$ cat config.mk
export PLATFORM = sky130hd
export DESIGN_NAME = cpu_extended_instruction_execute
export DESIGN_NICKNAME = d
export VERILOG_FILES = /design/src/extension_enable_config_exec.v
export VERILOG_INCLUDE_DIRS = /design/src /design/src/src
export SDC_FILE = /design/constraint.sdc
export NUM_CORES = 1
export LEC_CHECK = 0
export ABC_AREA = 1
export BUFFER_PORTS_ARGS = -buffer_cell sky130_fd_sc_hd__buf_2
export CAP_MARGIN = 20
export CORE_ASPECT_RATIO = 1.75
export CORE_MARGIN = 2
export CORE_UTILIZATION = 58
export CTS_CLUSTER_SIZE = 16
export DETAILED_ROUTE_END_ITERATION = 6
export PLACE_DENSITY = 0.88
export SLEW_MARGIN = 20
export SYNTH_ARGS = -nofsm -noshare
export SYNTH_HDL_FRONTEND = slang
export SYNTH_SLANG_ARGS = --single-unit
$ cat constraint.sdc
create_clock -name core_clk -period 8.8 [get_ports core_clk]
set_input_delay 2.2 -clock core_clk [delete_from_list [all_inputs] [get_ports core_clk]]
set_output_delay 2.2 -clock core_clk [all_outputs]
set_load 0.05 [all_outputs]
$ cat src/extension_enable_config_exec_consts.vh
`ifndef EXT_EXEC_CONSTS_VH
`define EXT_EXEC_CONSTS_VH
// opcode patterns (upper bits of the 16-bit word)
`define OPC_TEST_SKIP_HI 7'h33
`define OPC_XOR_LIT_HI 8'h0A
`define OPC_XOR_REG_HI 6'h06
`define OPC_PTR_ADD_HI 8'hE8
`define OPC_PTR_SUB_HI 8'hE9
`define OPC_LIT_PUSH_HI 8'hEA
`define OPC_MOVS_HI 8'hEB
`define OPC_SECOND_HI 4'hF
`define OPC_CALL_VIA_W 16'h0014
`define OPC_TABLE_WRITE_HI 14'h0003
// two-word instruction first-word patterns (call, lfsr, movff, goto)
`define OPC_CALL_HI 7'h76
`define OPC_LFSR_HI 8'hEE
`define OPC_MOVFF_HI 4'hC
`define OPC_GOTO_HI 8'hEF
// indexed literal offset limit
`define IDX_LIMIT 8'h5F
// indirect addressing register window in data space
`define INDF_LO 12'hFDB
`define INDF_HI 12'hFEF
`define TBL_MODE_NONE 2'h0
`define TBL_MODE_POSTINC 2'h1
`define TBL_MODE_POSTDEC 2'h2
`define TBL_MODE_PREINC 2'h3
`define PTR_THIRD 2'h2
`define PTR_SEL_RET 2'h3
`define RESET_BYTE 8'h00
`define RESET_PTR 12'h000
`endif

$ cat src/extension_enable_config_exec.v
`timescale 1ns/1ns
`include "extension_enable_config_exec_consts.vh"
// Functional notes
// - zero test skip discards fetched next instruction, runs a no-op cycle
// - skip over two-word instruction costs three cycles total
// - bank bit 0 uses access bank, 1 uses bank select register
// - with extension and bank bit 0, operand up to 5Fh offsets third pointer
// - xor literal into working register, updates negative and zero flags, one cycle
// - xor with register: destination bit picks working register or register
// - extended instructions and indexed offset mode need the extension bit
// - five extended opcodes decoded besides the standard set
// - pointer add: six-bit literal added to pointer 0..2, no flags, one cycle
// - select 11 adds to third pointer then returns, second cycle no-op
// - pointer subtract: literal taken from selected pointer, no flags, one cycle
// - subtract form with select 11 uses third pointer then returns, two cycles
// - literal push writes at third pointer then decrements it, one cycle
// - indexed moves are two words, two cycles; second word starts 1111
// - call via working register pushes counter+2, loads counter from latches
// - call via working register saves no shadow registers
// - table write post-increment writes then advances; pre-increment advances first
// - table pointer low three bits select one of eight holding registers
// - indexed move source on an indirect register reads zero
// - indexed-to-indexed move onto an indirect register does nothing
module cpu_extended_instruction_execute #(
	parameter PC_W = 21
) (
	// clock and reset
	input wire core_clk,
	input wire nrst,
	// configuration
	input wire extensionEnableConfig,
	// instruction issue: one word per cycle
	input wire instrValid,
	input wire [15:0] instrWord,
	input wire [PC_W-1:0] programCounter,
	input wire [7:0] counterHighLatch,
	input wire [7:0] counterUpperLatch,
	input wire [PC_W-1:0] topOfReturnStack,
	input wire [7:0] bankSelectRegister,
	input wire [7:0] tableLatch,
	// data memory read port (combinational, same cycle)
	output wire [11:0] dataRdAddr,
	input wire [7:0] dataRdData,
	// data memory write port
	output reg dataWrEn,
	output reg [11:0] dataWrAddr,
	output reg [7:0] dataWrData,
	// program flow
	output reg pcLoad,
	output reg [PC_W-1:0] pcLoadValue,
	output reg stackPush,
	output reg [PC_W-1:0] stackPushValue,
	output reg stackPop,
	output wire squash,
	// architectural state
	output wire [7:0] workingRegister,
	output wire flagNegative,
	output wire flagZero,
	output wire [11:0] pointer0,
	output wire [11:0] pointer1,
	output wire [11:0] pointer2,
	output wire [21:0] tablePointer,
	// holding register write
	output reg holdWrEn,
	output reg [2:0] holdWrIdx,
	output reg [7:0] holdWrData
);

	////////////////////////////////////////////////////////////////////////
	localparam ST_EXEC = 3'b001;
	localparam ST_SKIP = 3'b010;
	localparam ST_MOVE = 3'b100;

	reg [2:0] state_ff;
	reg [2:0] nxt_state;
	// high once no further word may be discarded in this run of no-ops
	reg skipsLeft_ff;
	reg nxt_skipsLeft;
	reg [7:0] workReg_ff;
	reg [7:0] nxt_workReg;
	reg negFlag_ff;
	reg nxt_negFlag;
	reg zeroFlag_ff;
	reg nxt_zeroFlag;
	reg [11:0] ptr0_ff;
	reg [11:0] ptr1_ff;
	reg [11:0] ptr2_ff;
	reg [11:0] nxt_ptr0;
	reg [11:0] nxt_ptr1;
	reg [11:0] nxt_ptr2;
	reg [21:0] table_pointer_ff;
	reg [21:0] nxt_table_pointer;
	reg [7:0] moveData_ff;
	reg [7:0] nxt_moveData;
	reg moveIndexed_ff;
	reg nxt_moveIndexed;
	reg [11:0] rdAddr;

	assign workingRegister = workReg_ff;
	assign flagNegative = negFlag_ff;
	assign flagZero = zeroFlag_ff;
	assign pointer0 = ptr0_ff;
	assign pointer1 = ptr1_ff;
	assign pointer2 = ptr2_ff;
	assign tablePointer = table_pointer_ff;
	assign dataRdAddr = rdAddr;
	assign squash = (state_ff != ST_EXEC);

	////////////////////////////////////////////////////////////////////////
	// byte operand address: access bank, banked or indexed from third pointer
	function [11:0] fileAddr;
		input [7:0] f;
		input a;
		input ext;
		input [7:0] bankSel;
		input [11:0] p2;
		begin
			if (a) begin
				fileAddr = {bankSel[3:0], f};
			end else if (ext && f <= `IDX_LIMIT) begin
				fileAddr = p2 + {4'h0, f};
			end else if (f <= `IDX_LIMIT) begin
				fileAddr = {4'h0, f};
			end else begin
				fileAddr = {4'hF, f};
			end
		end
	endfunction

	function isIndirect;
		input [11:0] adr;
		begin
			isIndirect = (adr >= `INDF_LO) && (adr <= `INDF_HI) &&
				((adr[2:0] == 3'h3) || (adr[2:0] == 3'h4) || (adr[2:0] == 3'h5) ||
				(adr[2:0] == 3'h6) || (adr[2:0] == 3'h7));
		end
	endfunction

	function isTwoWord;
		input [15:0] w;
		begin
			isTwoWord = (w[15:9] == `OPC_CALL_HI) || (w[15:8] == `OPC_LFSR_HI) ||
				(w[15:12] == `OPC_MOVFF_HI) || (w[15:8] == `OPC_GOTO_HI) ||
				(w[15:8] == `OPC_MOVS_HI && extensionEnableConfig);
		end
	endfunction

	////////////////////////////////////////////////////////////////////////
	// decode of the word in execute
	wire [7:0] opHi = instrWord[15:8];
	wire extOn = extensionEnableConfig;
	wire isTestSkip = (instrWord[15:9] == `OPC_TEST_SKIP_HI);
	wire isXorLit = (opHi == `OPC_XOR_LIT_HI);
	wire isXorReg = (instrWord[15:10] == `OPC_XOR_REG_HI);
	wire isTableWrite = (instrWord[15:2] == `OPC_TABLE_WRITE_HI);
	wire isPtrAdd = extOn && (opHi == `OPC_PTR_ADD_HI);
	wire isPtrSub = extOn && (opHi == `OPC_PTR_SUB_HI);
	wire isLitPush = extOn && (opHi == `OPC_LIT_PUSH_HI);
	wire isMovs = extOn && (opHi == `OPC_MOVS_HI);
	wire isCallViaW = extOn && (instrWord == `OPC_CALL_VIA_W);
	wire [11:0] byteAddr = fileAddr(instrWord[7:0], instrWord[8], extOn, bankSelectRegister, ptr2_ff);
	wire [11:0] srcAddr = ptr2_ff + {5'h00, instrWord[6:0]};
	wire [11:0] dstIdxAddr = ptr2_ff + {5'h00, instrWord[6:0]};
	wire [7:0] xorReg = workReg_ff ^ dataRdData;
	wire [7:0] xorLit = workReg_ff ^ instrWord[7:0];
	wire [11:0] kExt = {6'h00, instrWord[5:0]};
	wire [1:0] ptrSel = instrWord[7:6];

	always @* begin
		rdAddr = byteAddr;
		if (state_ff == ST_EXEC && isMovs) begin
			rdAddr = srcAddr;
		end
	end

	////////////////////////////////////////////////////////////////////////
	always @* begin
		nxt_state = state_ff;
		nxt_skipsLeft = skipsLeft_ff;
		nxt_workReg = workReg_ff;
		nxt_negFlag = negFlag_ff;
		nxt_zeroFlag = zeroFlag_ff;
		nxt_ptr0 = ptr0_ff;
		nxt_ptr1 = ptr1_ff;
		nxt_ptr2 = ptr2_ff;
		nxt_table_pointer = table_pointer_ff;
		nxt_moveData = moveData_ff;
		nxt_moveIndexed = moveIndexed_ff;
		dataWrEn = 1'b0;
		dataWrAddr = `RESET_PTR;
		dataWrData = `RESET_BYTE;
		pcLoad = 1'b0;
		pcLoadValue = {PC_W{1'b0}};
		stackPush = 1'b0;
		stackPushValue = {PC_W{1'b0}};
		stackPop = 1'b0;
		holdWrEn = 1'b0;
		holdWrIdx = 3'h0;
		holdWrData = `RESET_BYTE;
		case (state_ff)
			ST_EXEC: begin
				if (instrValid) begin
					if (isTestSkip) begin
						if (dataRdData == `RESET_BYTE) begin
							nxt_state = ST_SKIP;
							nxt_skipsLeft = 1'b0;
						end
					end else if (isXorLit) begin
						nxt_workReg = xorLit;
						nxt_negFlag = xorLit[7];
						nxt_zeroFlag = (xorLit == `RESET_BYTE);
					end else if (isXorReg) begin
						nxt_negFlag = xorReg[7];
						nxt_zeroFlag = (xorReg == `RESET_BYTE);
						if (instrWord[9]) begin
							dataWrEn = 1'b1;
							dataWrAddr = byteAddr;
							dataWrData = xorReg;
						end else begin
							nxt_workReg = xorReg;
						end
					end else if (isTableWrite) begin
						holdWrEn = 1'b1;
						holdWrData = tableLatch;
						holdWrIdx = table_pointer_ff[2:0];
						case (instrWord[1:0])
							`TBL_MODE_POSTINC: nxt_table_pointer = table_pointer_ff + 22'h1;
							`TBL_MODE_POSTDEC: nxt_table_pointer = table_pointer_ff - 22'h1;
							`TBL_MODE_PREINC: begin
								nxt_table_pointer = table_pointer_ff + 22'h1;
								holdWrIdx = nxt_table_pointer[2:0];
							end
							default: nxt_table_pointer = table_pointer_ff;
						endcase
					end else if (isPtrAdd || isPtrSub) begin
						// full 12-bit add or subtract, no flags touched
						case (ptrSel)
							2'h0: nxt_ptr0 = isPtrAdd ? ptr0_ff + kExt : ptr0_ff - kExt;
							2'h1: nxt_ptr1 = isPtrAdd ? ptr1_ff + kExt : ptr1_ff - kExt;
							default: nxt_ptr2 = isPtrAdd ? ptr2_ff + kExt : ptr2_ff - kExt;
						endcase
						if (ptrSel == `PTR_SEL_RET) begin
							pcLoad = 1'b1;
							pcLoadValue = topOfReturnStack;
							stackPop = 1'b1;
							nxt_state = ST_SKIP;
							// only the word fetched before the return is dropped
							nxt_skipsLeft = 1'b1;
						end
					end else if (isLitPush) begin
						dataWrEn = 1'b1;
						dataWrAddr = ptr2_ff;
						dataWrData = instrWord[7:0];
						nxt_ptr2 = ptr2_ff - 12'h001;
					end else if (isMovs) begin
						nxt_moveData = isIndirect(srcAddr) ? `RESET_BYTE : dataRdData;
						nxt_moveIndexed = instrWord[7];
						nxt_state = ST_MOVE;
					end else if (isCallViaW) begin
						// no shadow save of working, status or bank registers
						stackPush = 1'b1;
						stackPushValue = programCounter + {{(PC_W-2){1'b0}}, 2'h2};
						pcLoad = 1'b1;
						pcLoadValue = {counterUpperLatch[PC_W-17:0], counterHighLatch, workReg_ff};
						nxt_state = ST_SKIP;
						// second cycle is one no-op whatever word was fetched
						nxt_skipsLeft = 1'b1;
					end
				end
			end
			ST_SKIP: begin
				if (instrValid) begin
					// a skipped two-word instruction costs one more no-op;
					// a flow change enters with skipsLeft_ff set, so it
					// discards exactly the one word already fetched
					if (!skipsLeft_ff && isTwoWord(instrWord)) begin
						nxt_skipsLeft = 1'b1;
					end else begin
						nxt_state = ST_EXEC;
						nxt_skipsLeft = 1'b0;
					end
				end
			end
			ST_MOVE: begin
				if (instrValid) begin
					nxt_state = ST_EXEC;
					// any other second word writes nothing
					if (instrWord[15:12] == `OPC_SECOND_HI) begin
						if (moveIndexed_ff) begin
							if (!isIndirect(dstIdxAddr)) begin
								dataWrEn = 1'b1;
								dataWrAddr = dstIdxAddr;
								dataWrData = moveData_ff;
							end
						end else begin
							dataWrEn = 1'b1;
							dataWrAddr = instrWord[11:0];
							dataWrData = moveData_ff;
						end
					end
				end
			end
			default: begin
				nxt_state = ST_EXEC;
			end
		endcase
	end

	////////////////////////////////////////////////////////////////////////
	always @(posedge core_clk) begin
		// all architectural state clears on a low reset at the edge
		if (!nrst) begin
			state_ff <= ST_EXEC;
			skipsLeft_ff <= 1'b0;
			workReg_ff <= `RESET_BYTE;
			negFlag_ff <= 1'b0;
			zeroFlag_ff <= 1'b0;
			ptr0_ff <= `RESET_PTR;
			ptr1_ff <= `RESET_PTR;
			ptr2_ff <= `RESET_PTR;
			table_pointer_ff <= 22'h000000;
			moveData_ff <= `RESET_BYTE;
			moveIndexed_ff <= 1'b0;
		end else begin
			state_ff <= nxt_state;
			skipsLeft_ff <= nxt_skipsLeft;
			workReg_ff <= nxt_workReg;
			negFlag_ff <= nxt_negFlag;
			zeroFlag_ff <= nxt_zeroFlag;
			ptr0_ff <= nxt_ptr0;
			ptr1_ff <= nxt_ptr1;
			ptr2_ff <= nxt_ptr2;
			table_pointer_ff <= nxt_table_pointer;
			moveData_ff <= nxt_moveData;
			moveIndexed_ff <= nxt_moveIndexed;
		end
	end

endmodule // cpu_extended_instruction_execute

==> impl_metrics.toml <==
[outcome]
status = "finished, final reports clean"

[synthesis]
async_reset_ff_share_pct = 0
yosys-top-cells-area = "dfxtp_1 (18%), nand2_1 (18%), nand3_1 (7.9%)"
synth_top_area_share_pct = 18.4
ys_ff_latch = 81
ys_types = 56
ys_seq_area_share_pct = 18.4
synth_enable_flop_cells = 0
synth_nets = 1656
yosys_warnings = 0
yosys.area.top_type = "dfxtp_1"
synth.cell_area_mm2 = 0.00881
synth-main-ff-cell = "dfxtp_1"
syn_inst = 1503
synth_area_per_cell_um2 = 5.86

[cts]
tritoncts = "built"
postCtsSetupRepairBufs = 0
clk_pin_slew_ns = 0.06
cts.hold.buffers_added = 0
clk_latency_ns = 0.35
clock_sinks = 81
htreeDepth = 3
cts_buffer_depth = 2
post_cts_resized = 0
cts_made_buffers = 9
clk_root_buffer_cell = "clkbuf_16"

[place]
dp.cells = 1897
portBuffers = 253
gp_congestion = 1.02
hpwl_um = 24500

[drt]
drt_first_iter_violations = 626
drc_errors = 0
post_drt_wl_per_cell_um = 16.3
wirelength_um = 31300
vias = 11100
antenna_left = 0
viasPerCell = 5.79
drt_first_pass_iters = 5

[setup_path]
cp-start-kind = "primary input"
crit_path_frequent_cell = "inv_1"
critPathKind = "primary input to output port"
required_ns = 6.60
slowest_stage = "inv_1"
rrSetupSlack_ns = 6.05
crit_arrival_ns = 5.09
crit_chain = "buf_2 -> inv_1 -> ha_1 -> nand4_1 -> nor3_1 -> nand3_1 -> inv_1 -> nand2_2 -> inv_1 -> nand2_1 -> a21oi_1 -> buf_2"
cp_max_fo = 22
slowest_delay_ns = 0.56
endpoint_kind = "output port"

[timing]
slew_headroom_pct = 36.4
max_slew.worst_pin.slew_ns = 0.944
rsz0062_at_grt = "no"
fin_crit_ns = 7.29
max_freq_mhz = 137
setup_tns_ns = 0
period_share_pct = 82.8
setup_viol = 0
finalMaxSlewViolations = 0
timing.hold.ws_ns = 0.469
clock_skew_ns = 0.00939
hold_viol = 0

[power_and_ir_drop]
powerDensity_mw_per_mm2 = 97.2
fin_total_pwr_uw = 1010
power.leakage_uw = 0.00558
vdd_drop_max_uv = 104

[die]
die_w_um = 97.2
rows = 59
dieArea_mm2 = 0.0162
coreArea_mm2 = 0.0148
io_pins = 261
die_h_um = 167
start_util_pct = 59.4

[global_route]
grt_pass1_wl_um = 49500
grt.total_usage_pct = 36.8
grt_max_degree = 41
grt_pass1_vias = 10400
grt_antenna_before_repair = 4
grt_overflow_total = 0

[cells_and_area]
area_growth_syn_to_layout_pct = 18.4
stdcell_count = 1918
nNetsFinal = 1878
drive_gt1_share_pct = 18.6
ff_latch_area_mm2 = 0.00162
multi_input_area_mm2 = 0.00631
fillers = 1403
finish.utilization_pct = 70.3

[run]
cap_violations = 0

[min_path]
min_path_type = "register to register"
## through the flow
step                instance area [um^2]  worst slack [ns]
detailed placement                 10100              1.59
global placement                   10100              1.62
finish                             10400              1.51
global route                       10400              1.34
CTS                                10400              1.60
floorplan                           8810              1.93
## per-layer routing
metal	vias to the layer above	global-route usage [%]	share of wire (%)
li1	5409	-	-
met1	4963	37.4	35
met5	-	0	0
met3	142	7.05	8.2
met4	0	21.7	6.3
met2	591	68.7	51
## cells in the mapped netlist, types with 18 or more instances
library cell and n:
nand3_1 140, nand4_1 18, o21ai_0 86, nand2_1 426, ha_1 47, clkbuf_1 31
xnor2_1 21, a21oi_1 135, inv_1 160, o211ai_1 20, dfxtp_1 81, nor3_1 35
xor2_1 40, nor2_1 143
## logic make-up after synthesis
kind of cell             count (synthesis)  synth area share [%]
XOR/XNOR                                61                  6.06
AO/OA/AOI/OAI                          275                  17.0
multiplexers                             1                 0.114
flip-flops                              81                  18.4
adder cells (fa/ha/maj)                 51                  7.58
AND/OR/NAND/NOR                        814                  40.8
buffers and inverters                  220                  10.0
## final timing paths
path | startpoint | endpoint | cells after the start
worst max-delay path | instrWord[1] | stackPushValue[12] | 12
worst min register to register | moveData_ff[1] | moveData_ff[1] | 2
worst max register to register | pointer2[4] | moveData_ff[2] | 12
worst min-delay path | moveData_ff[1] | moveData_ff[1] | 2
## cell type report
cell class | instances | area share, %
multi-input cells | 1202 | 60.5
flip-flops and latches | 81 | 15.5
repair buffers | 256 | 12.4
inverters | 175 | 6.31
clock buffers | 11 | 2.42
well taps | 183 | 2.19
clock inverters | 5 | 0.588
diodes | 5 | 0.120
## critical path: cells and delay by family
family	cells	cell delay, ns
buf+inv	5	1.55
fa+ha+maj	1	0.25
simple gates	5	0.88
compound gates	1	0.19
## where the power goes
part           internal [uW]  switching [uW]  leakage, uW  total, uW
Clock                    237             164     0.000156        401
Combinational           68.3             169      0.00477        238
Sequential               370            4.98     0.000652        375
## cells in the final DEF (no fill, tap or decap), drive strengths merged, types with 4 or more instances in the layout
cell    instances
nand2         432
or2             6
inv           172
o211ai         20
a31oi           4
nor3b           7
o21ai          93
buf           256
nand4          22
nand3         142
xnor2          21
ha             47
nor2          153
dfxtp          81
nor4            7
clkinv          7
clkbuf         11
a21oi         136
nor3           40
xor2           40
diode           5
fa              4
## sequential cells by signal, indices dropped and copies added (netlist names), 3 cells and up
register / flops
pointer1: 12
moveData_ff: 8
workingRegister: 8
pointer0: 12
pointer2: 12
tablePointer: 22
state_ff: 3
No activity file was read; power rests on OpenSTA's default activity.
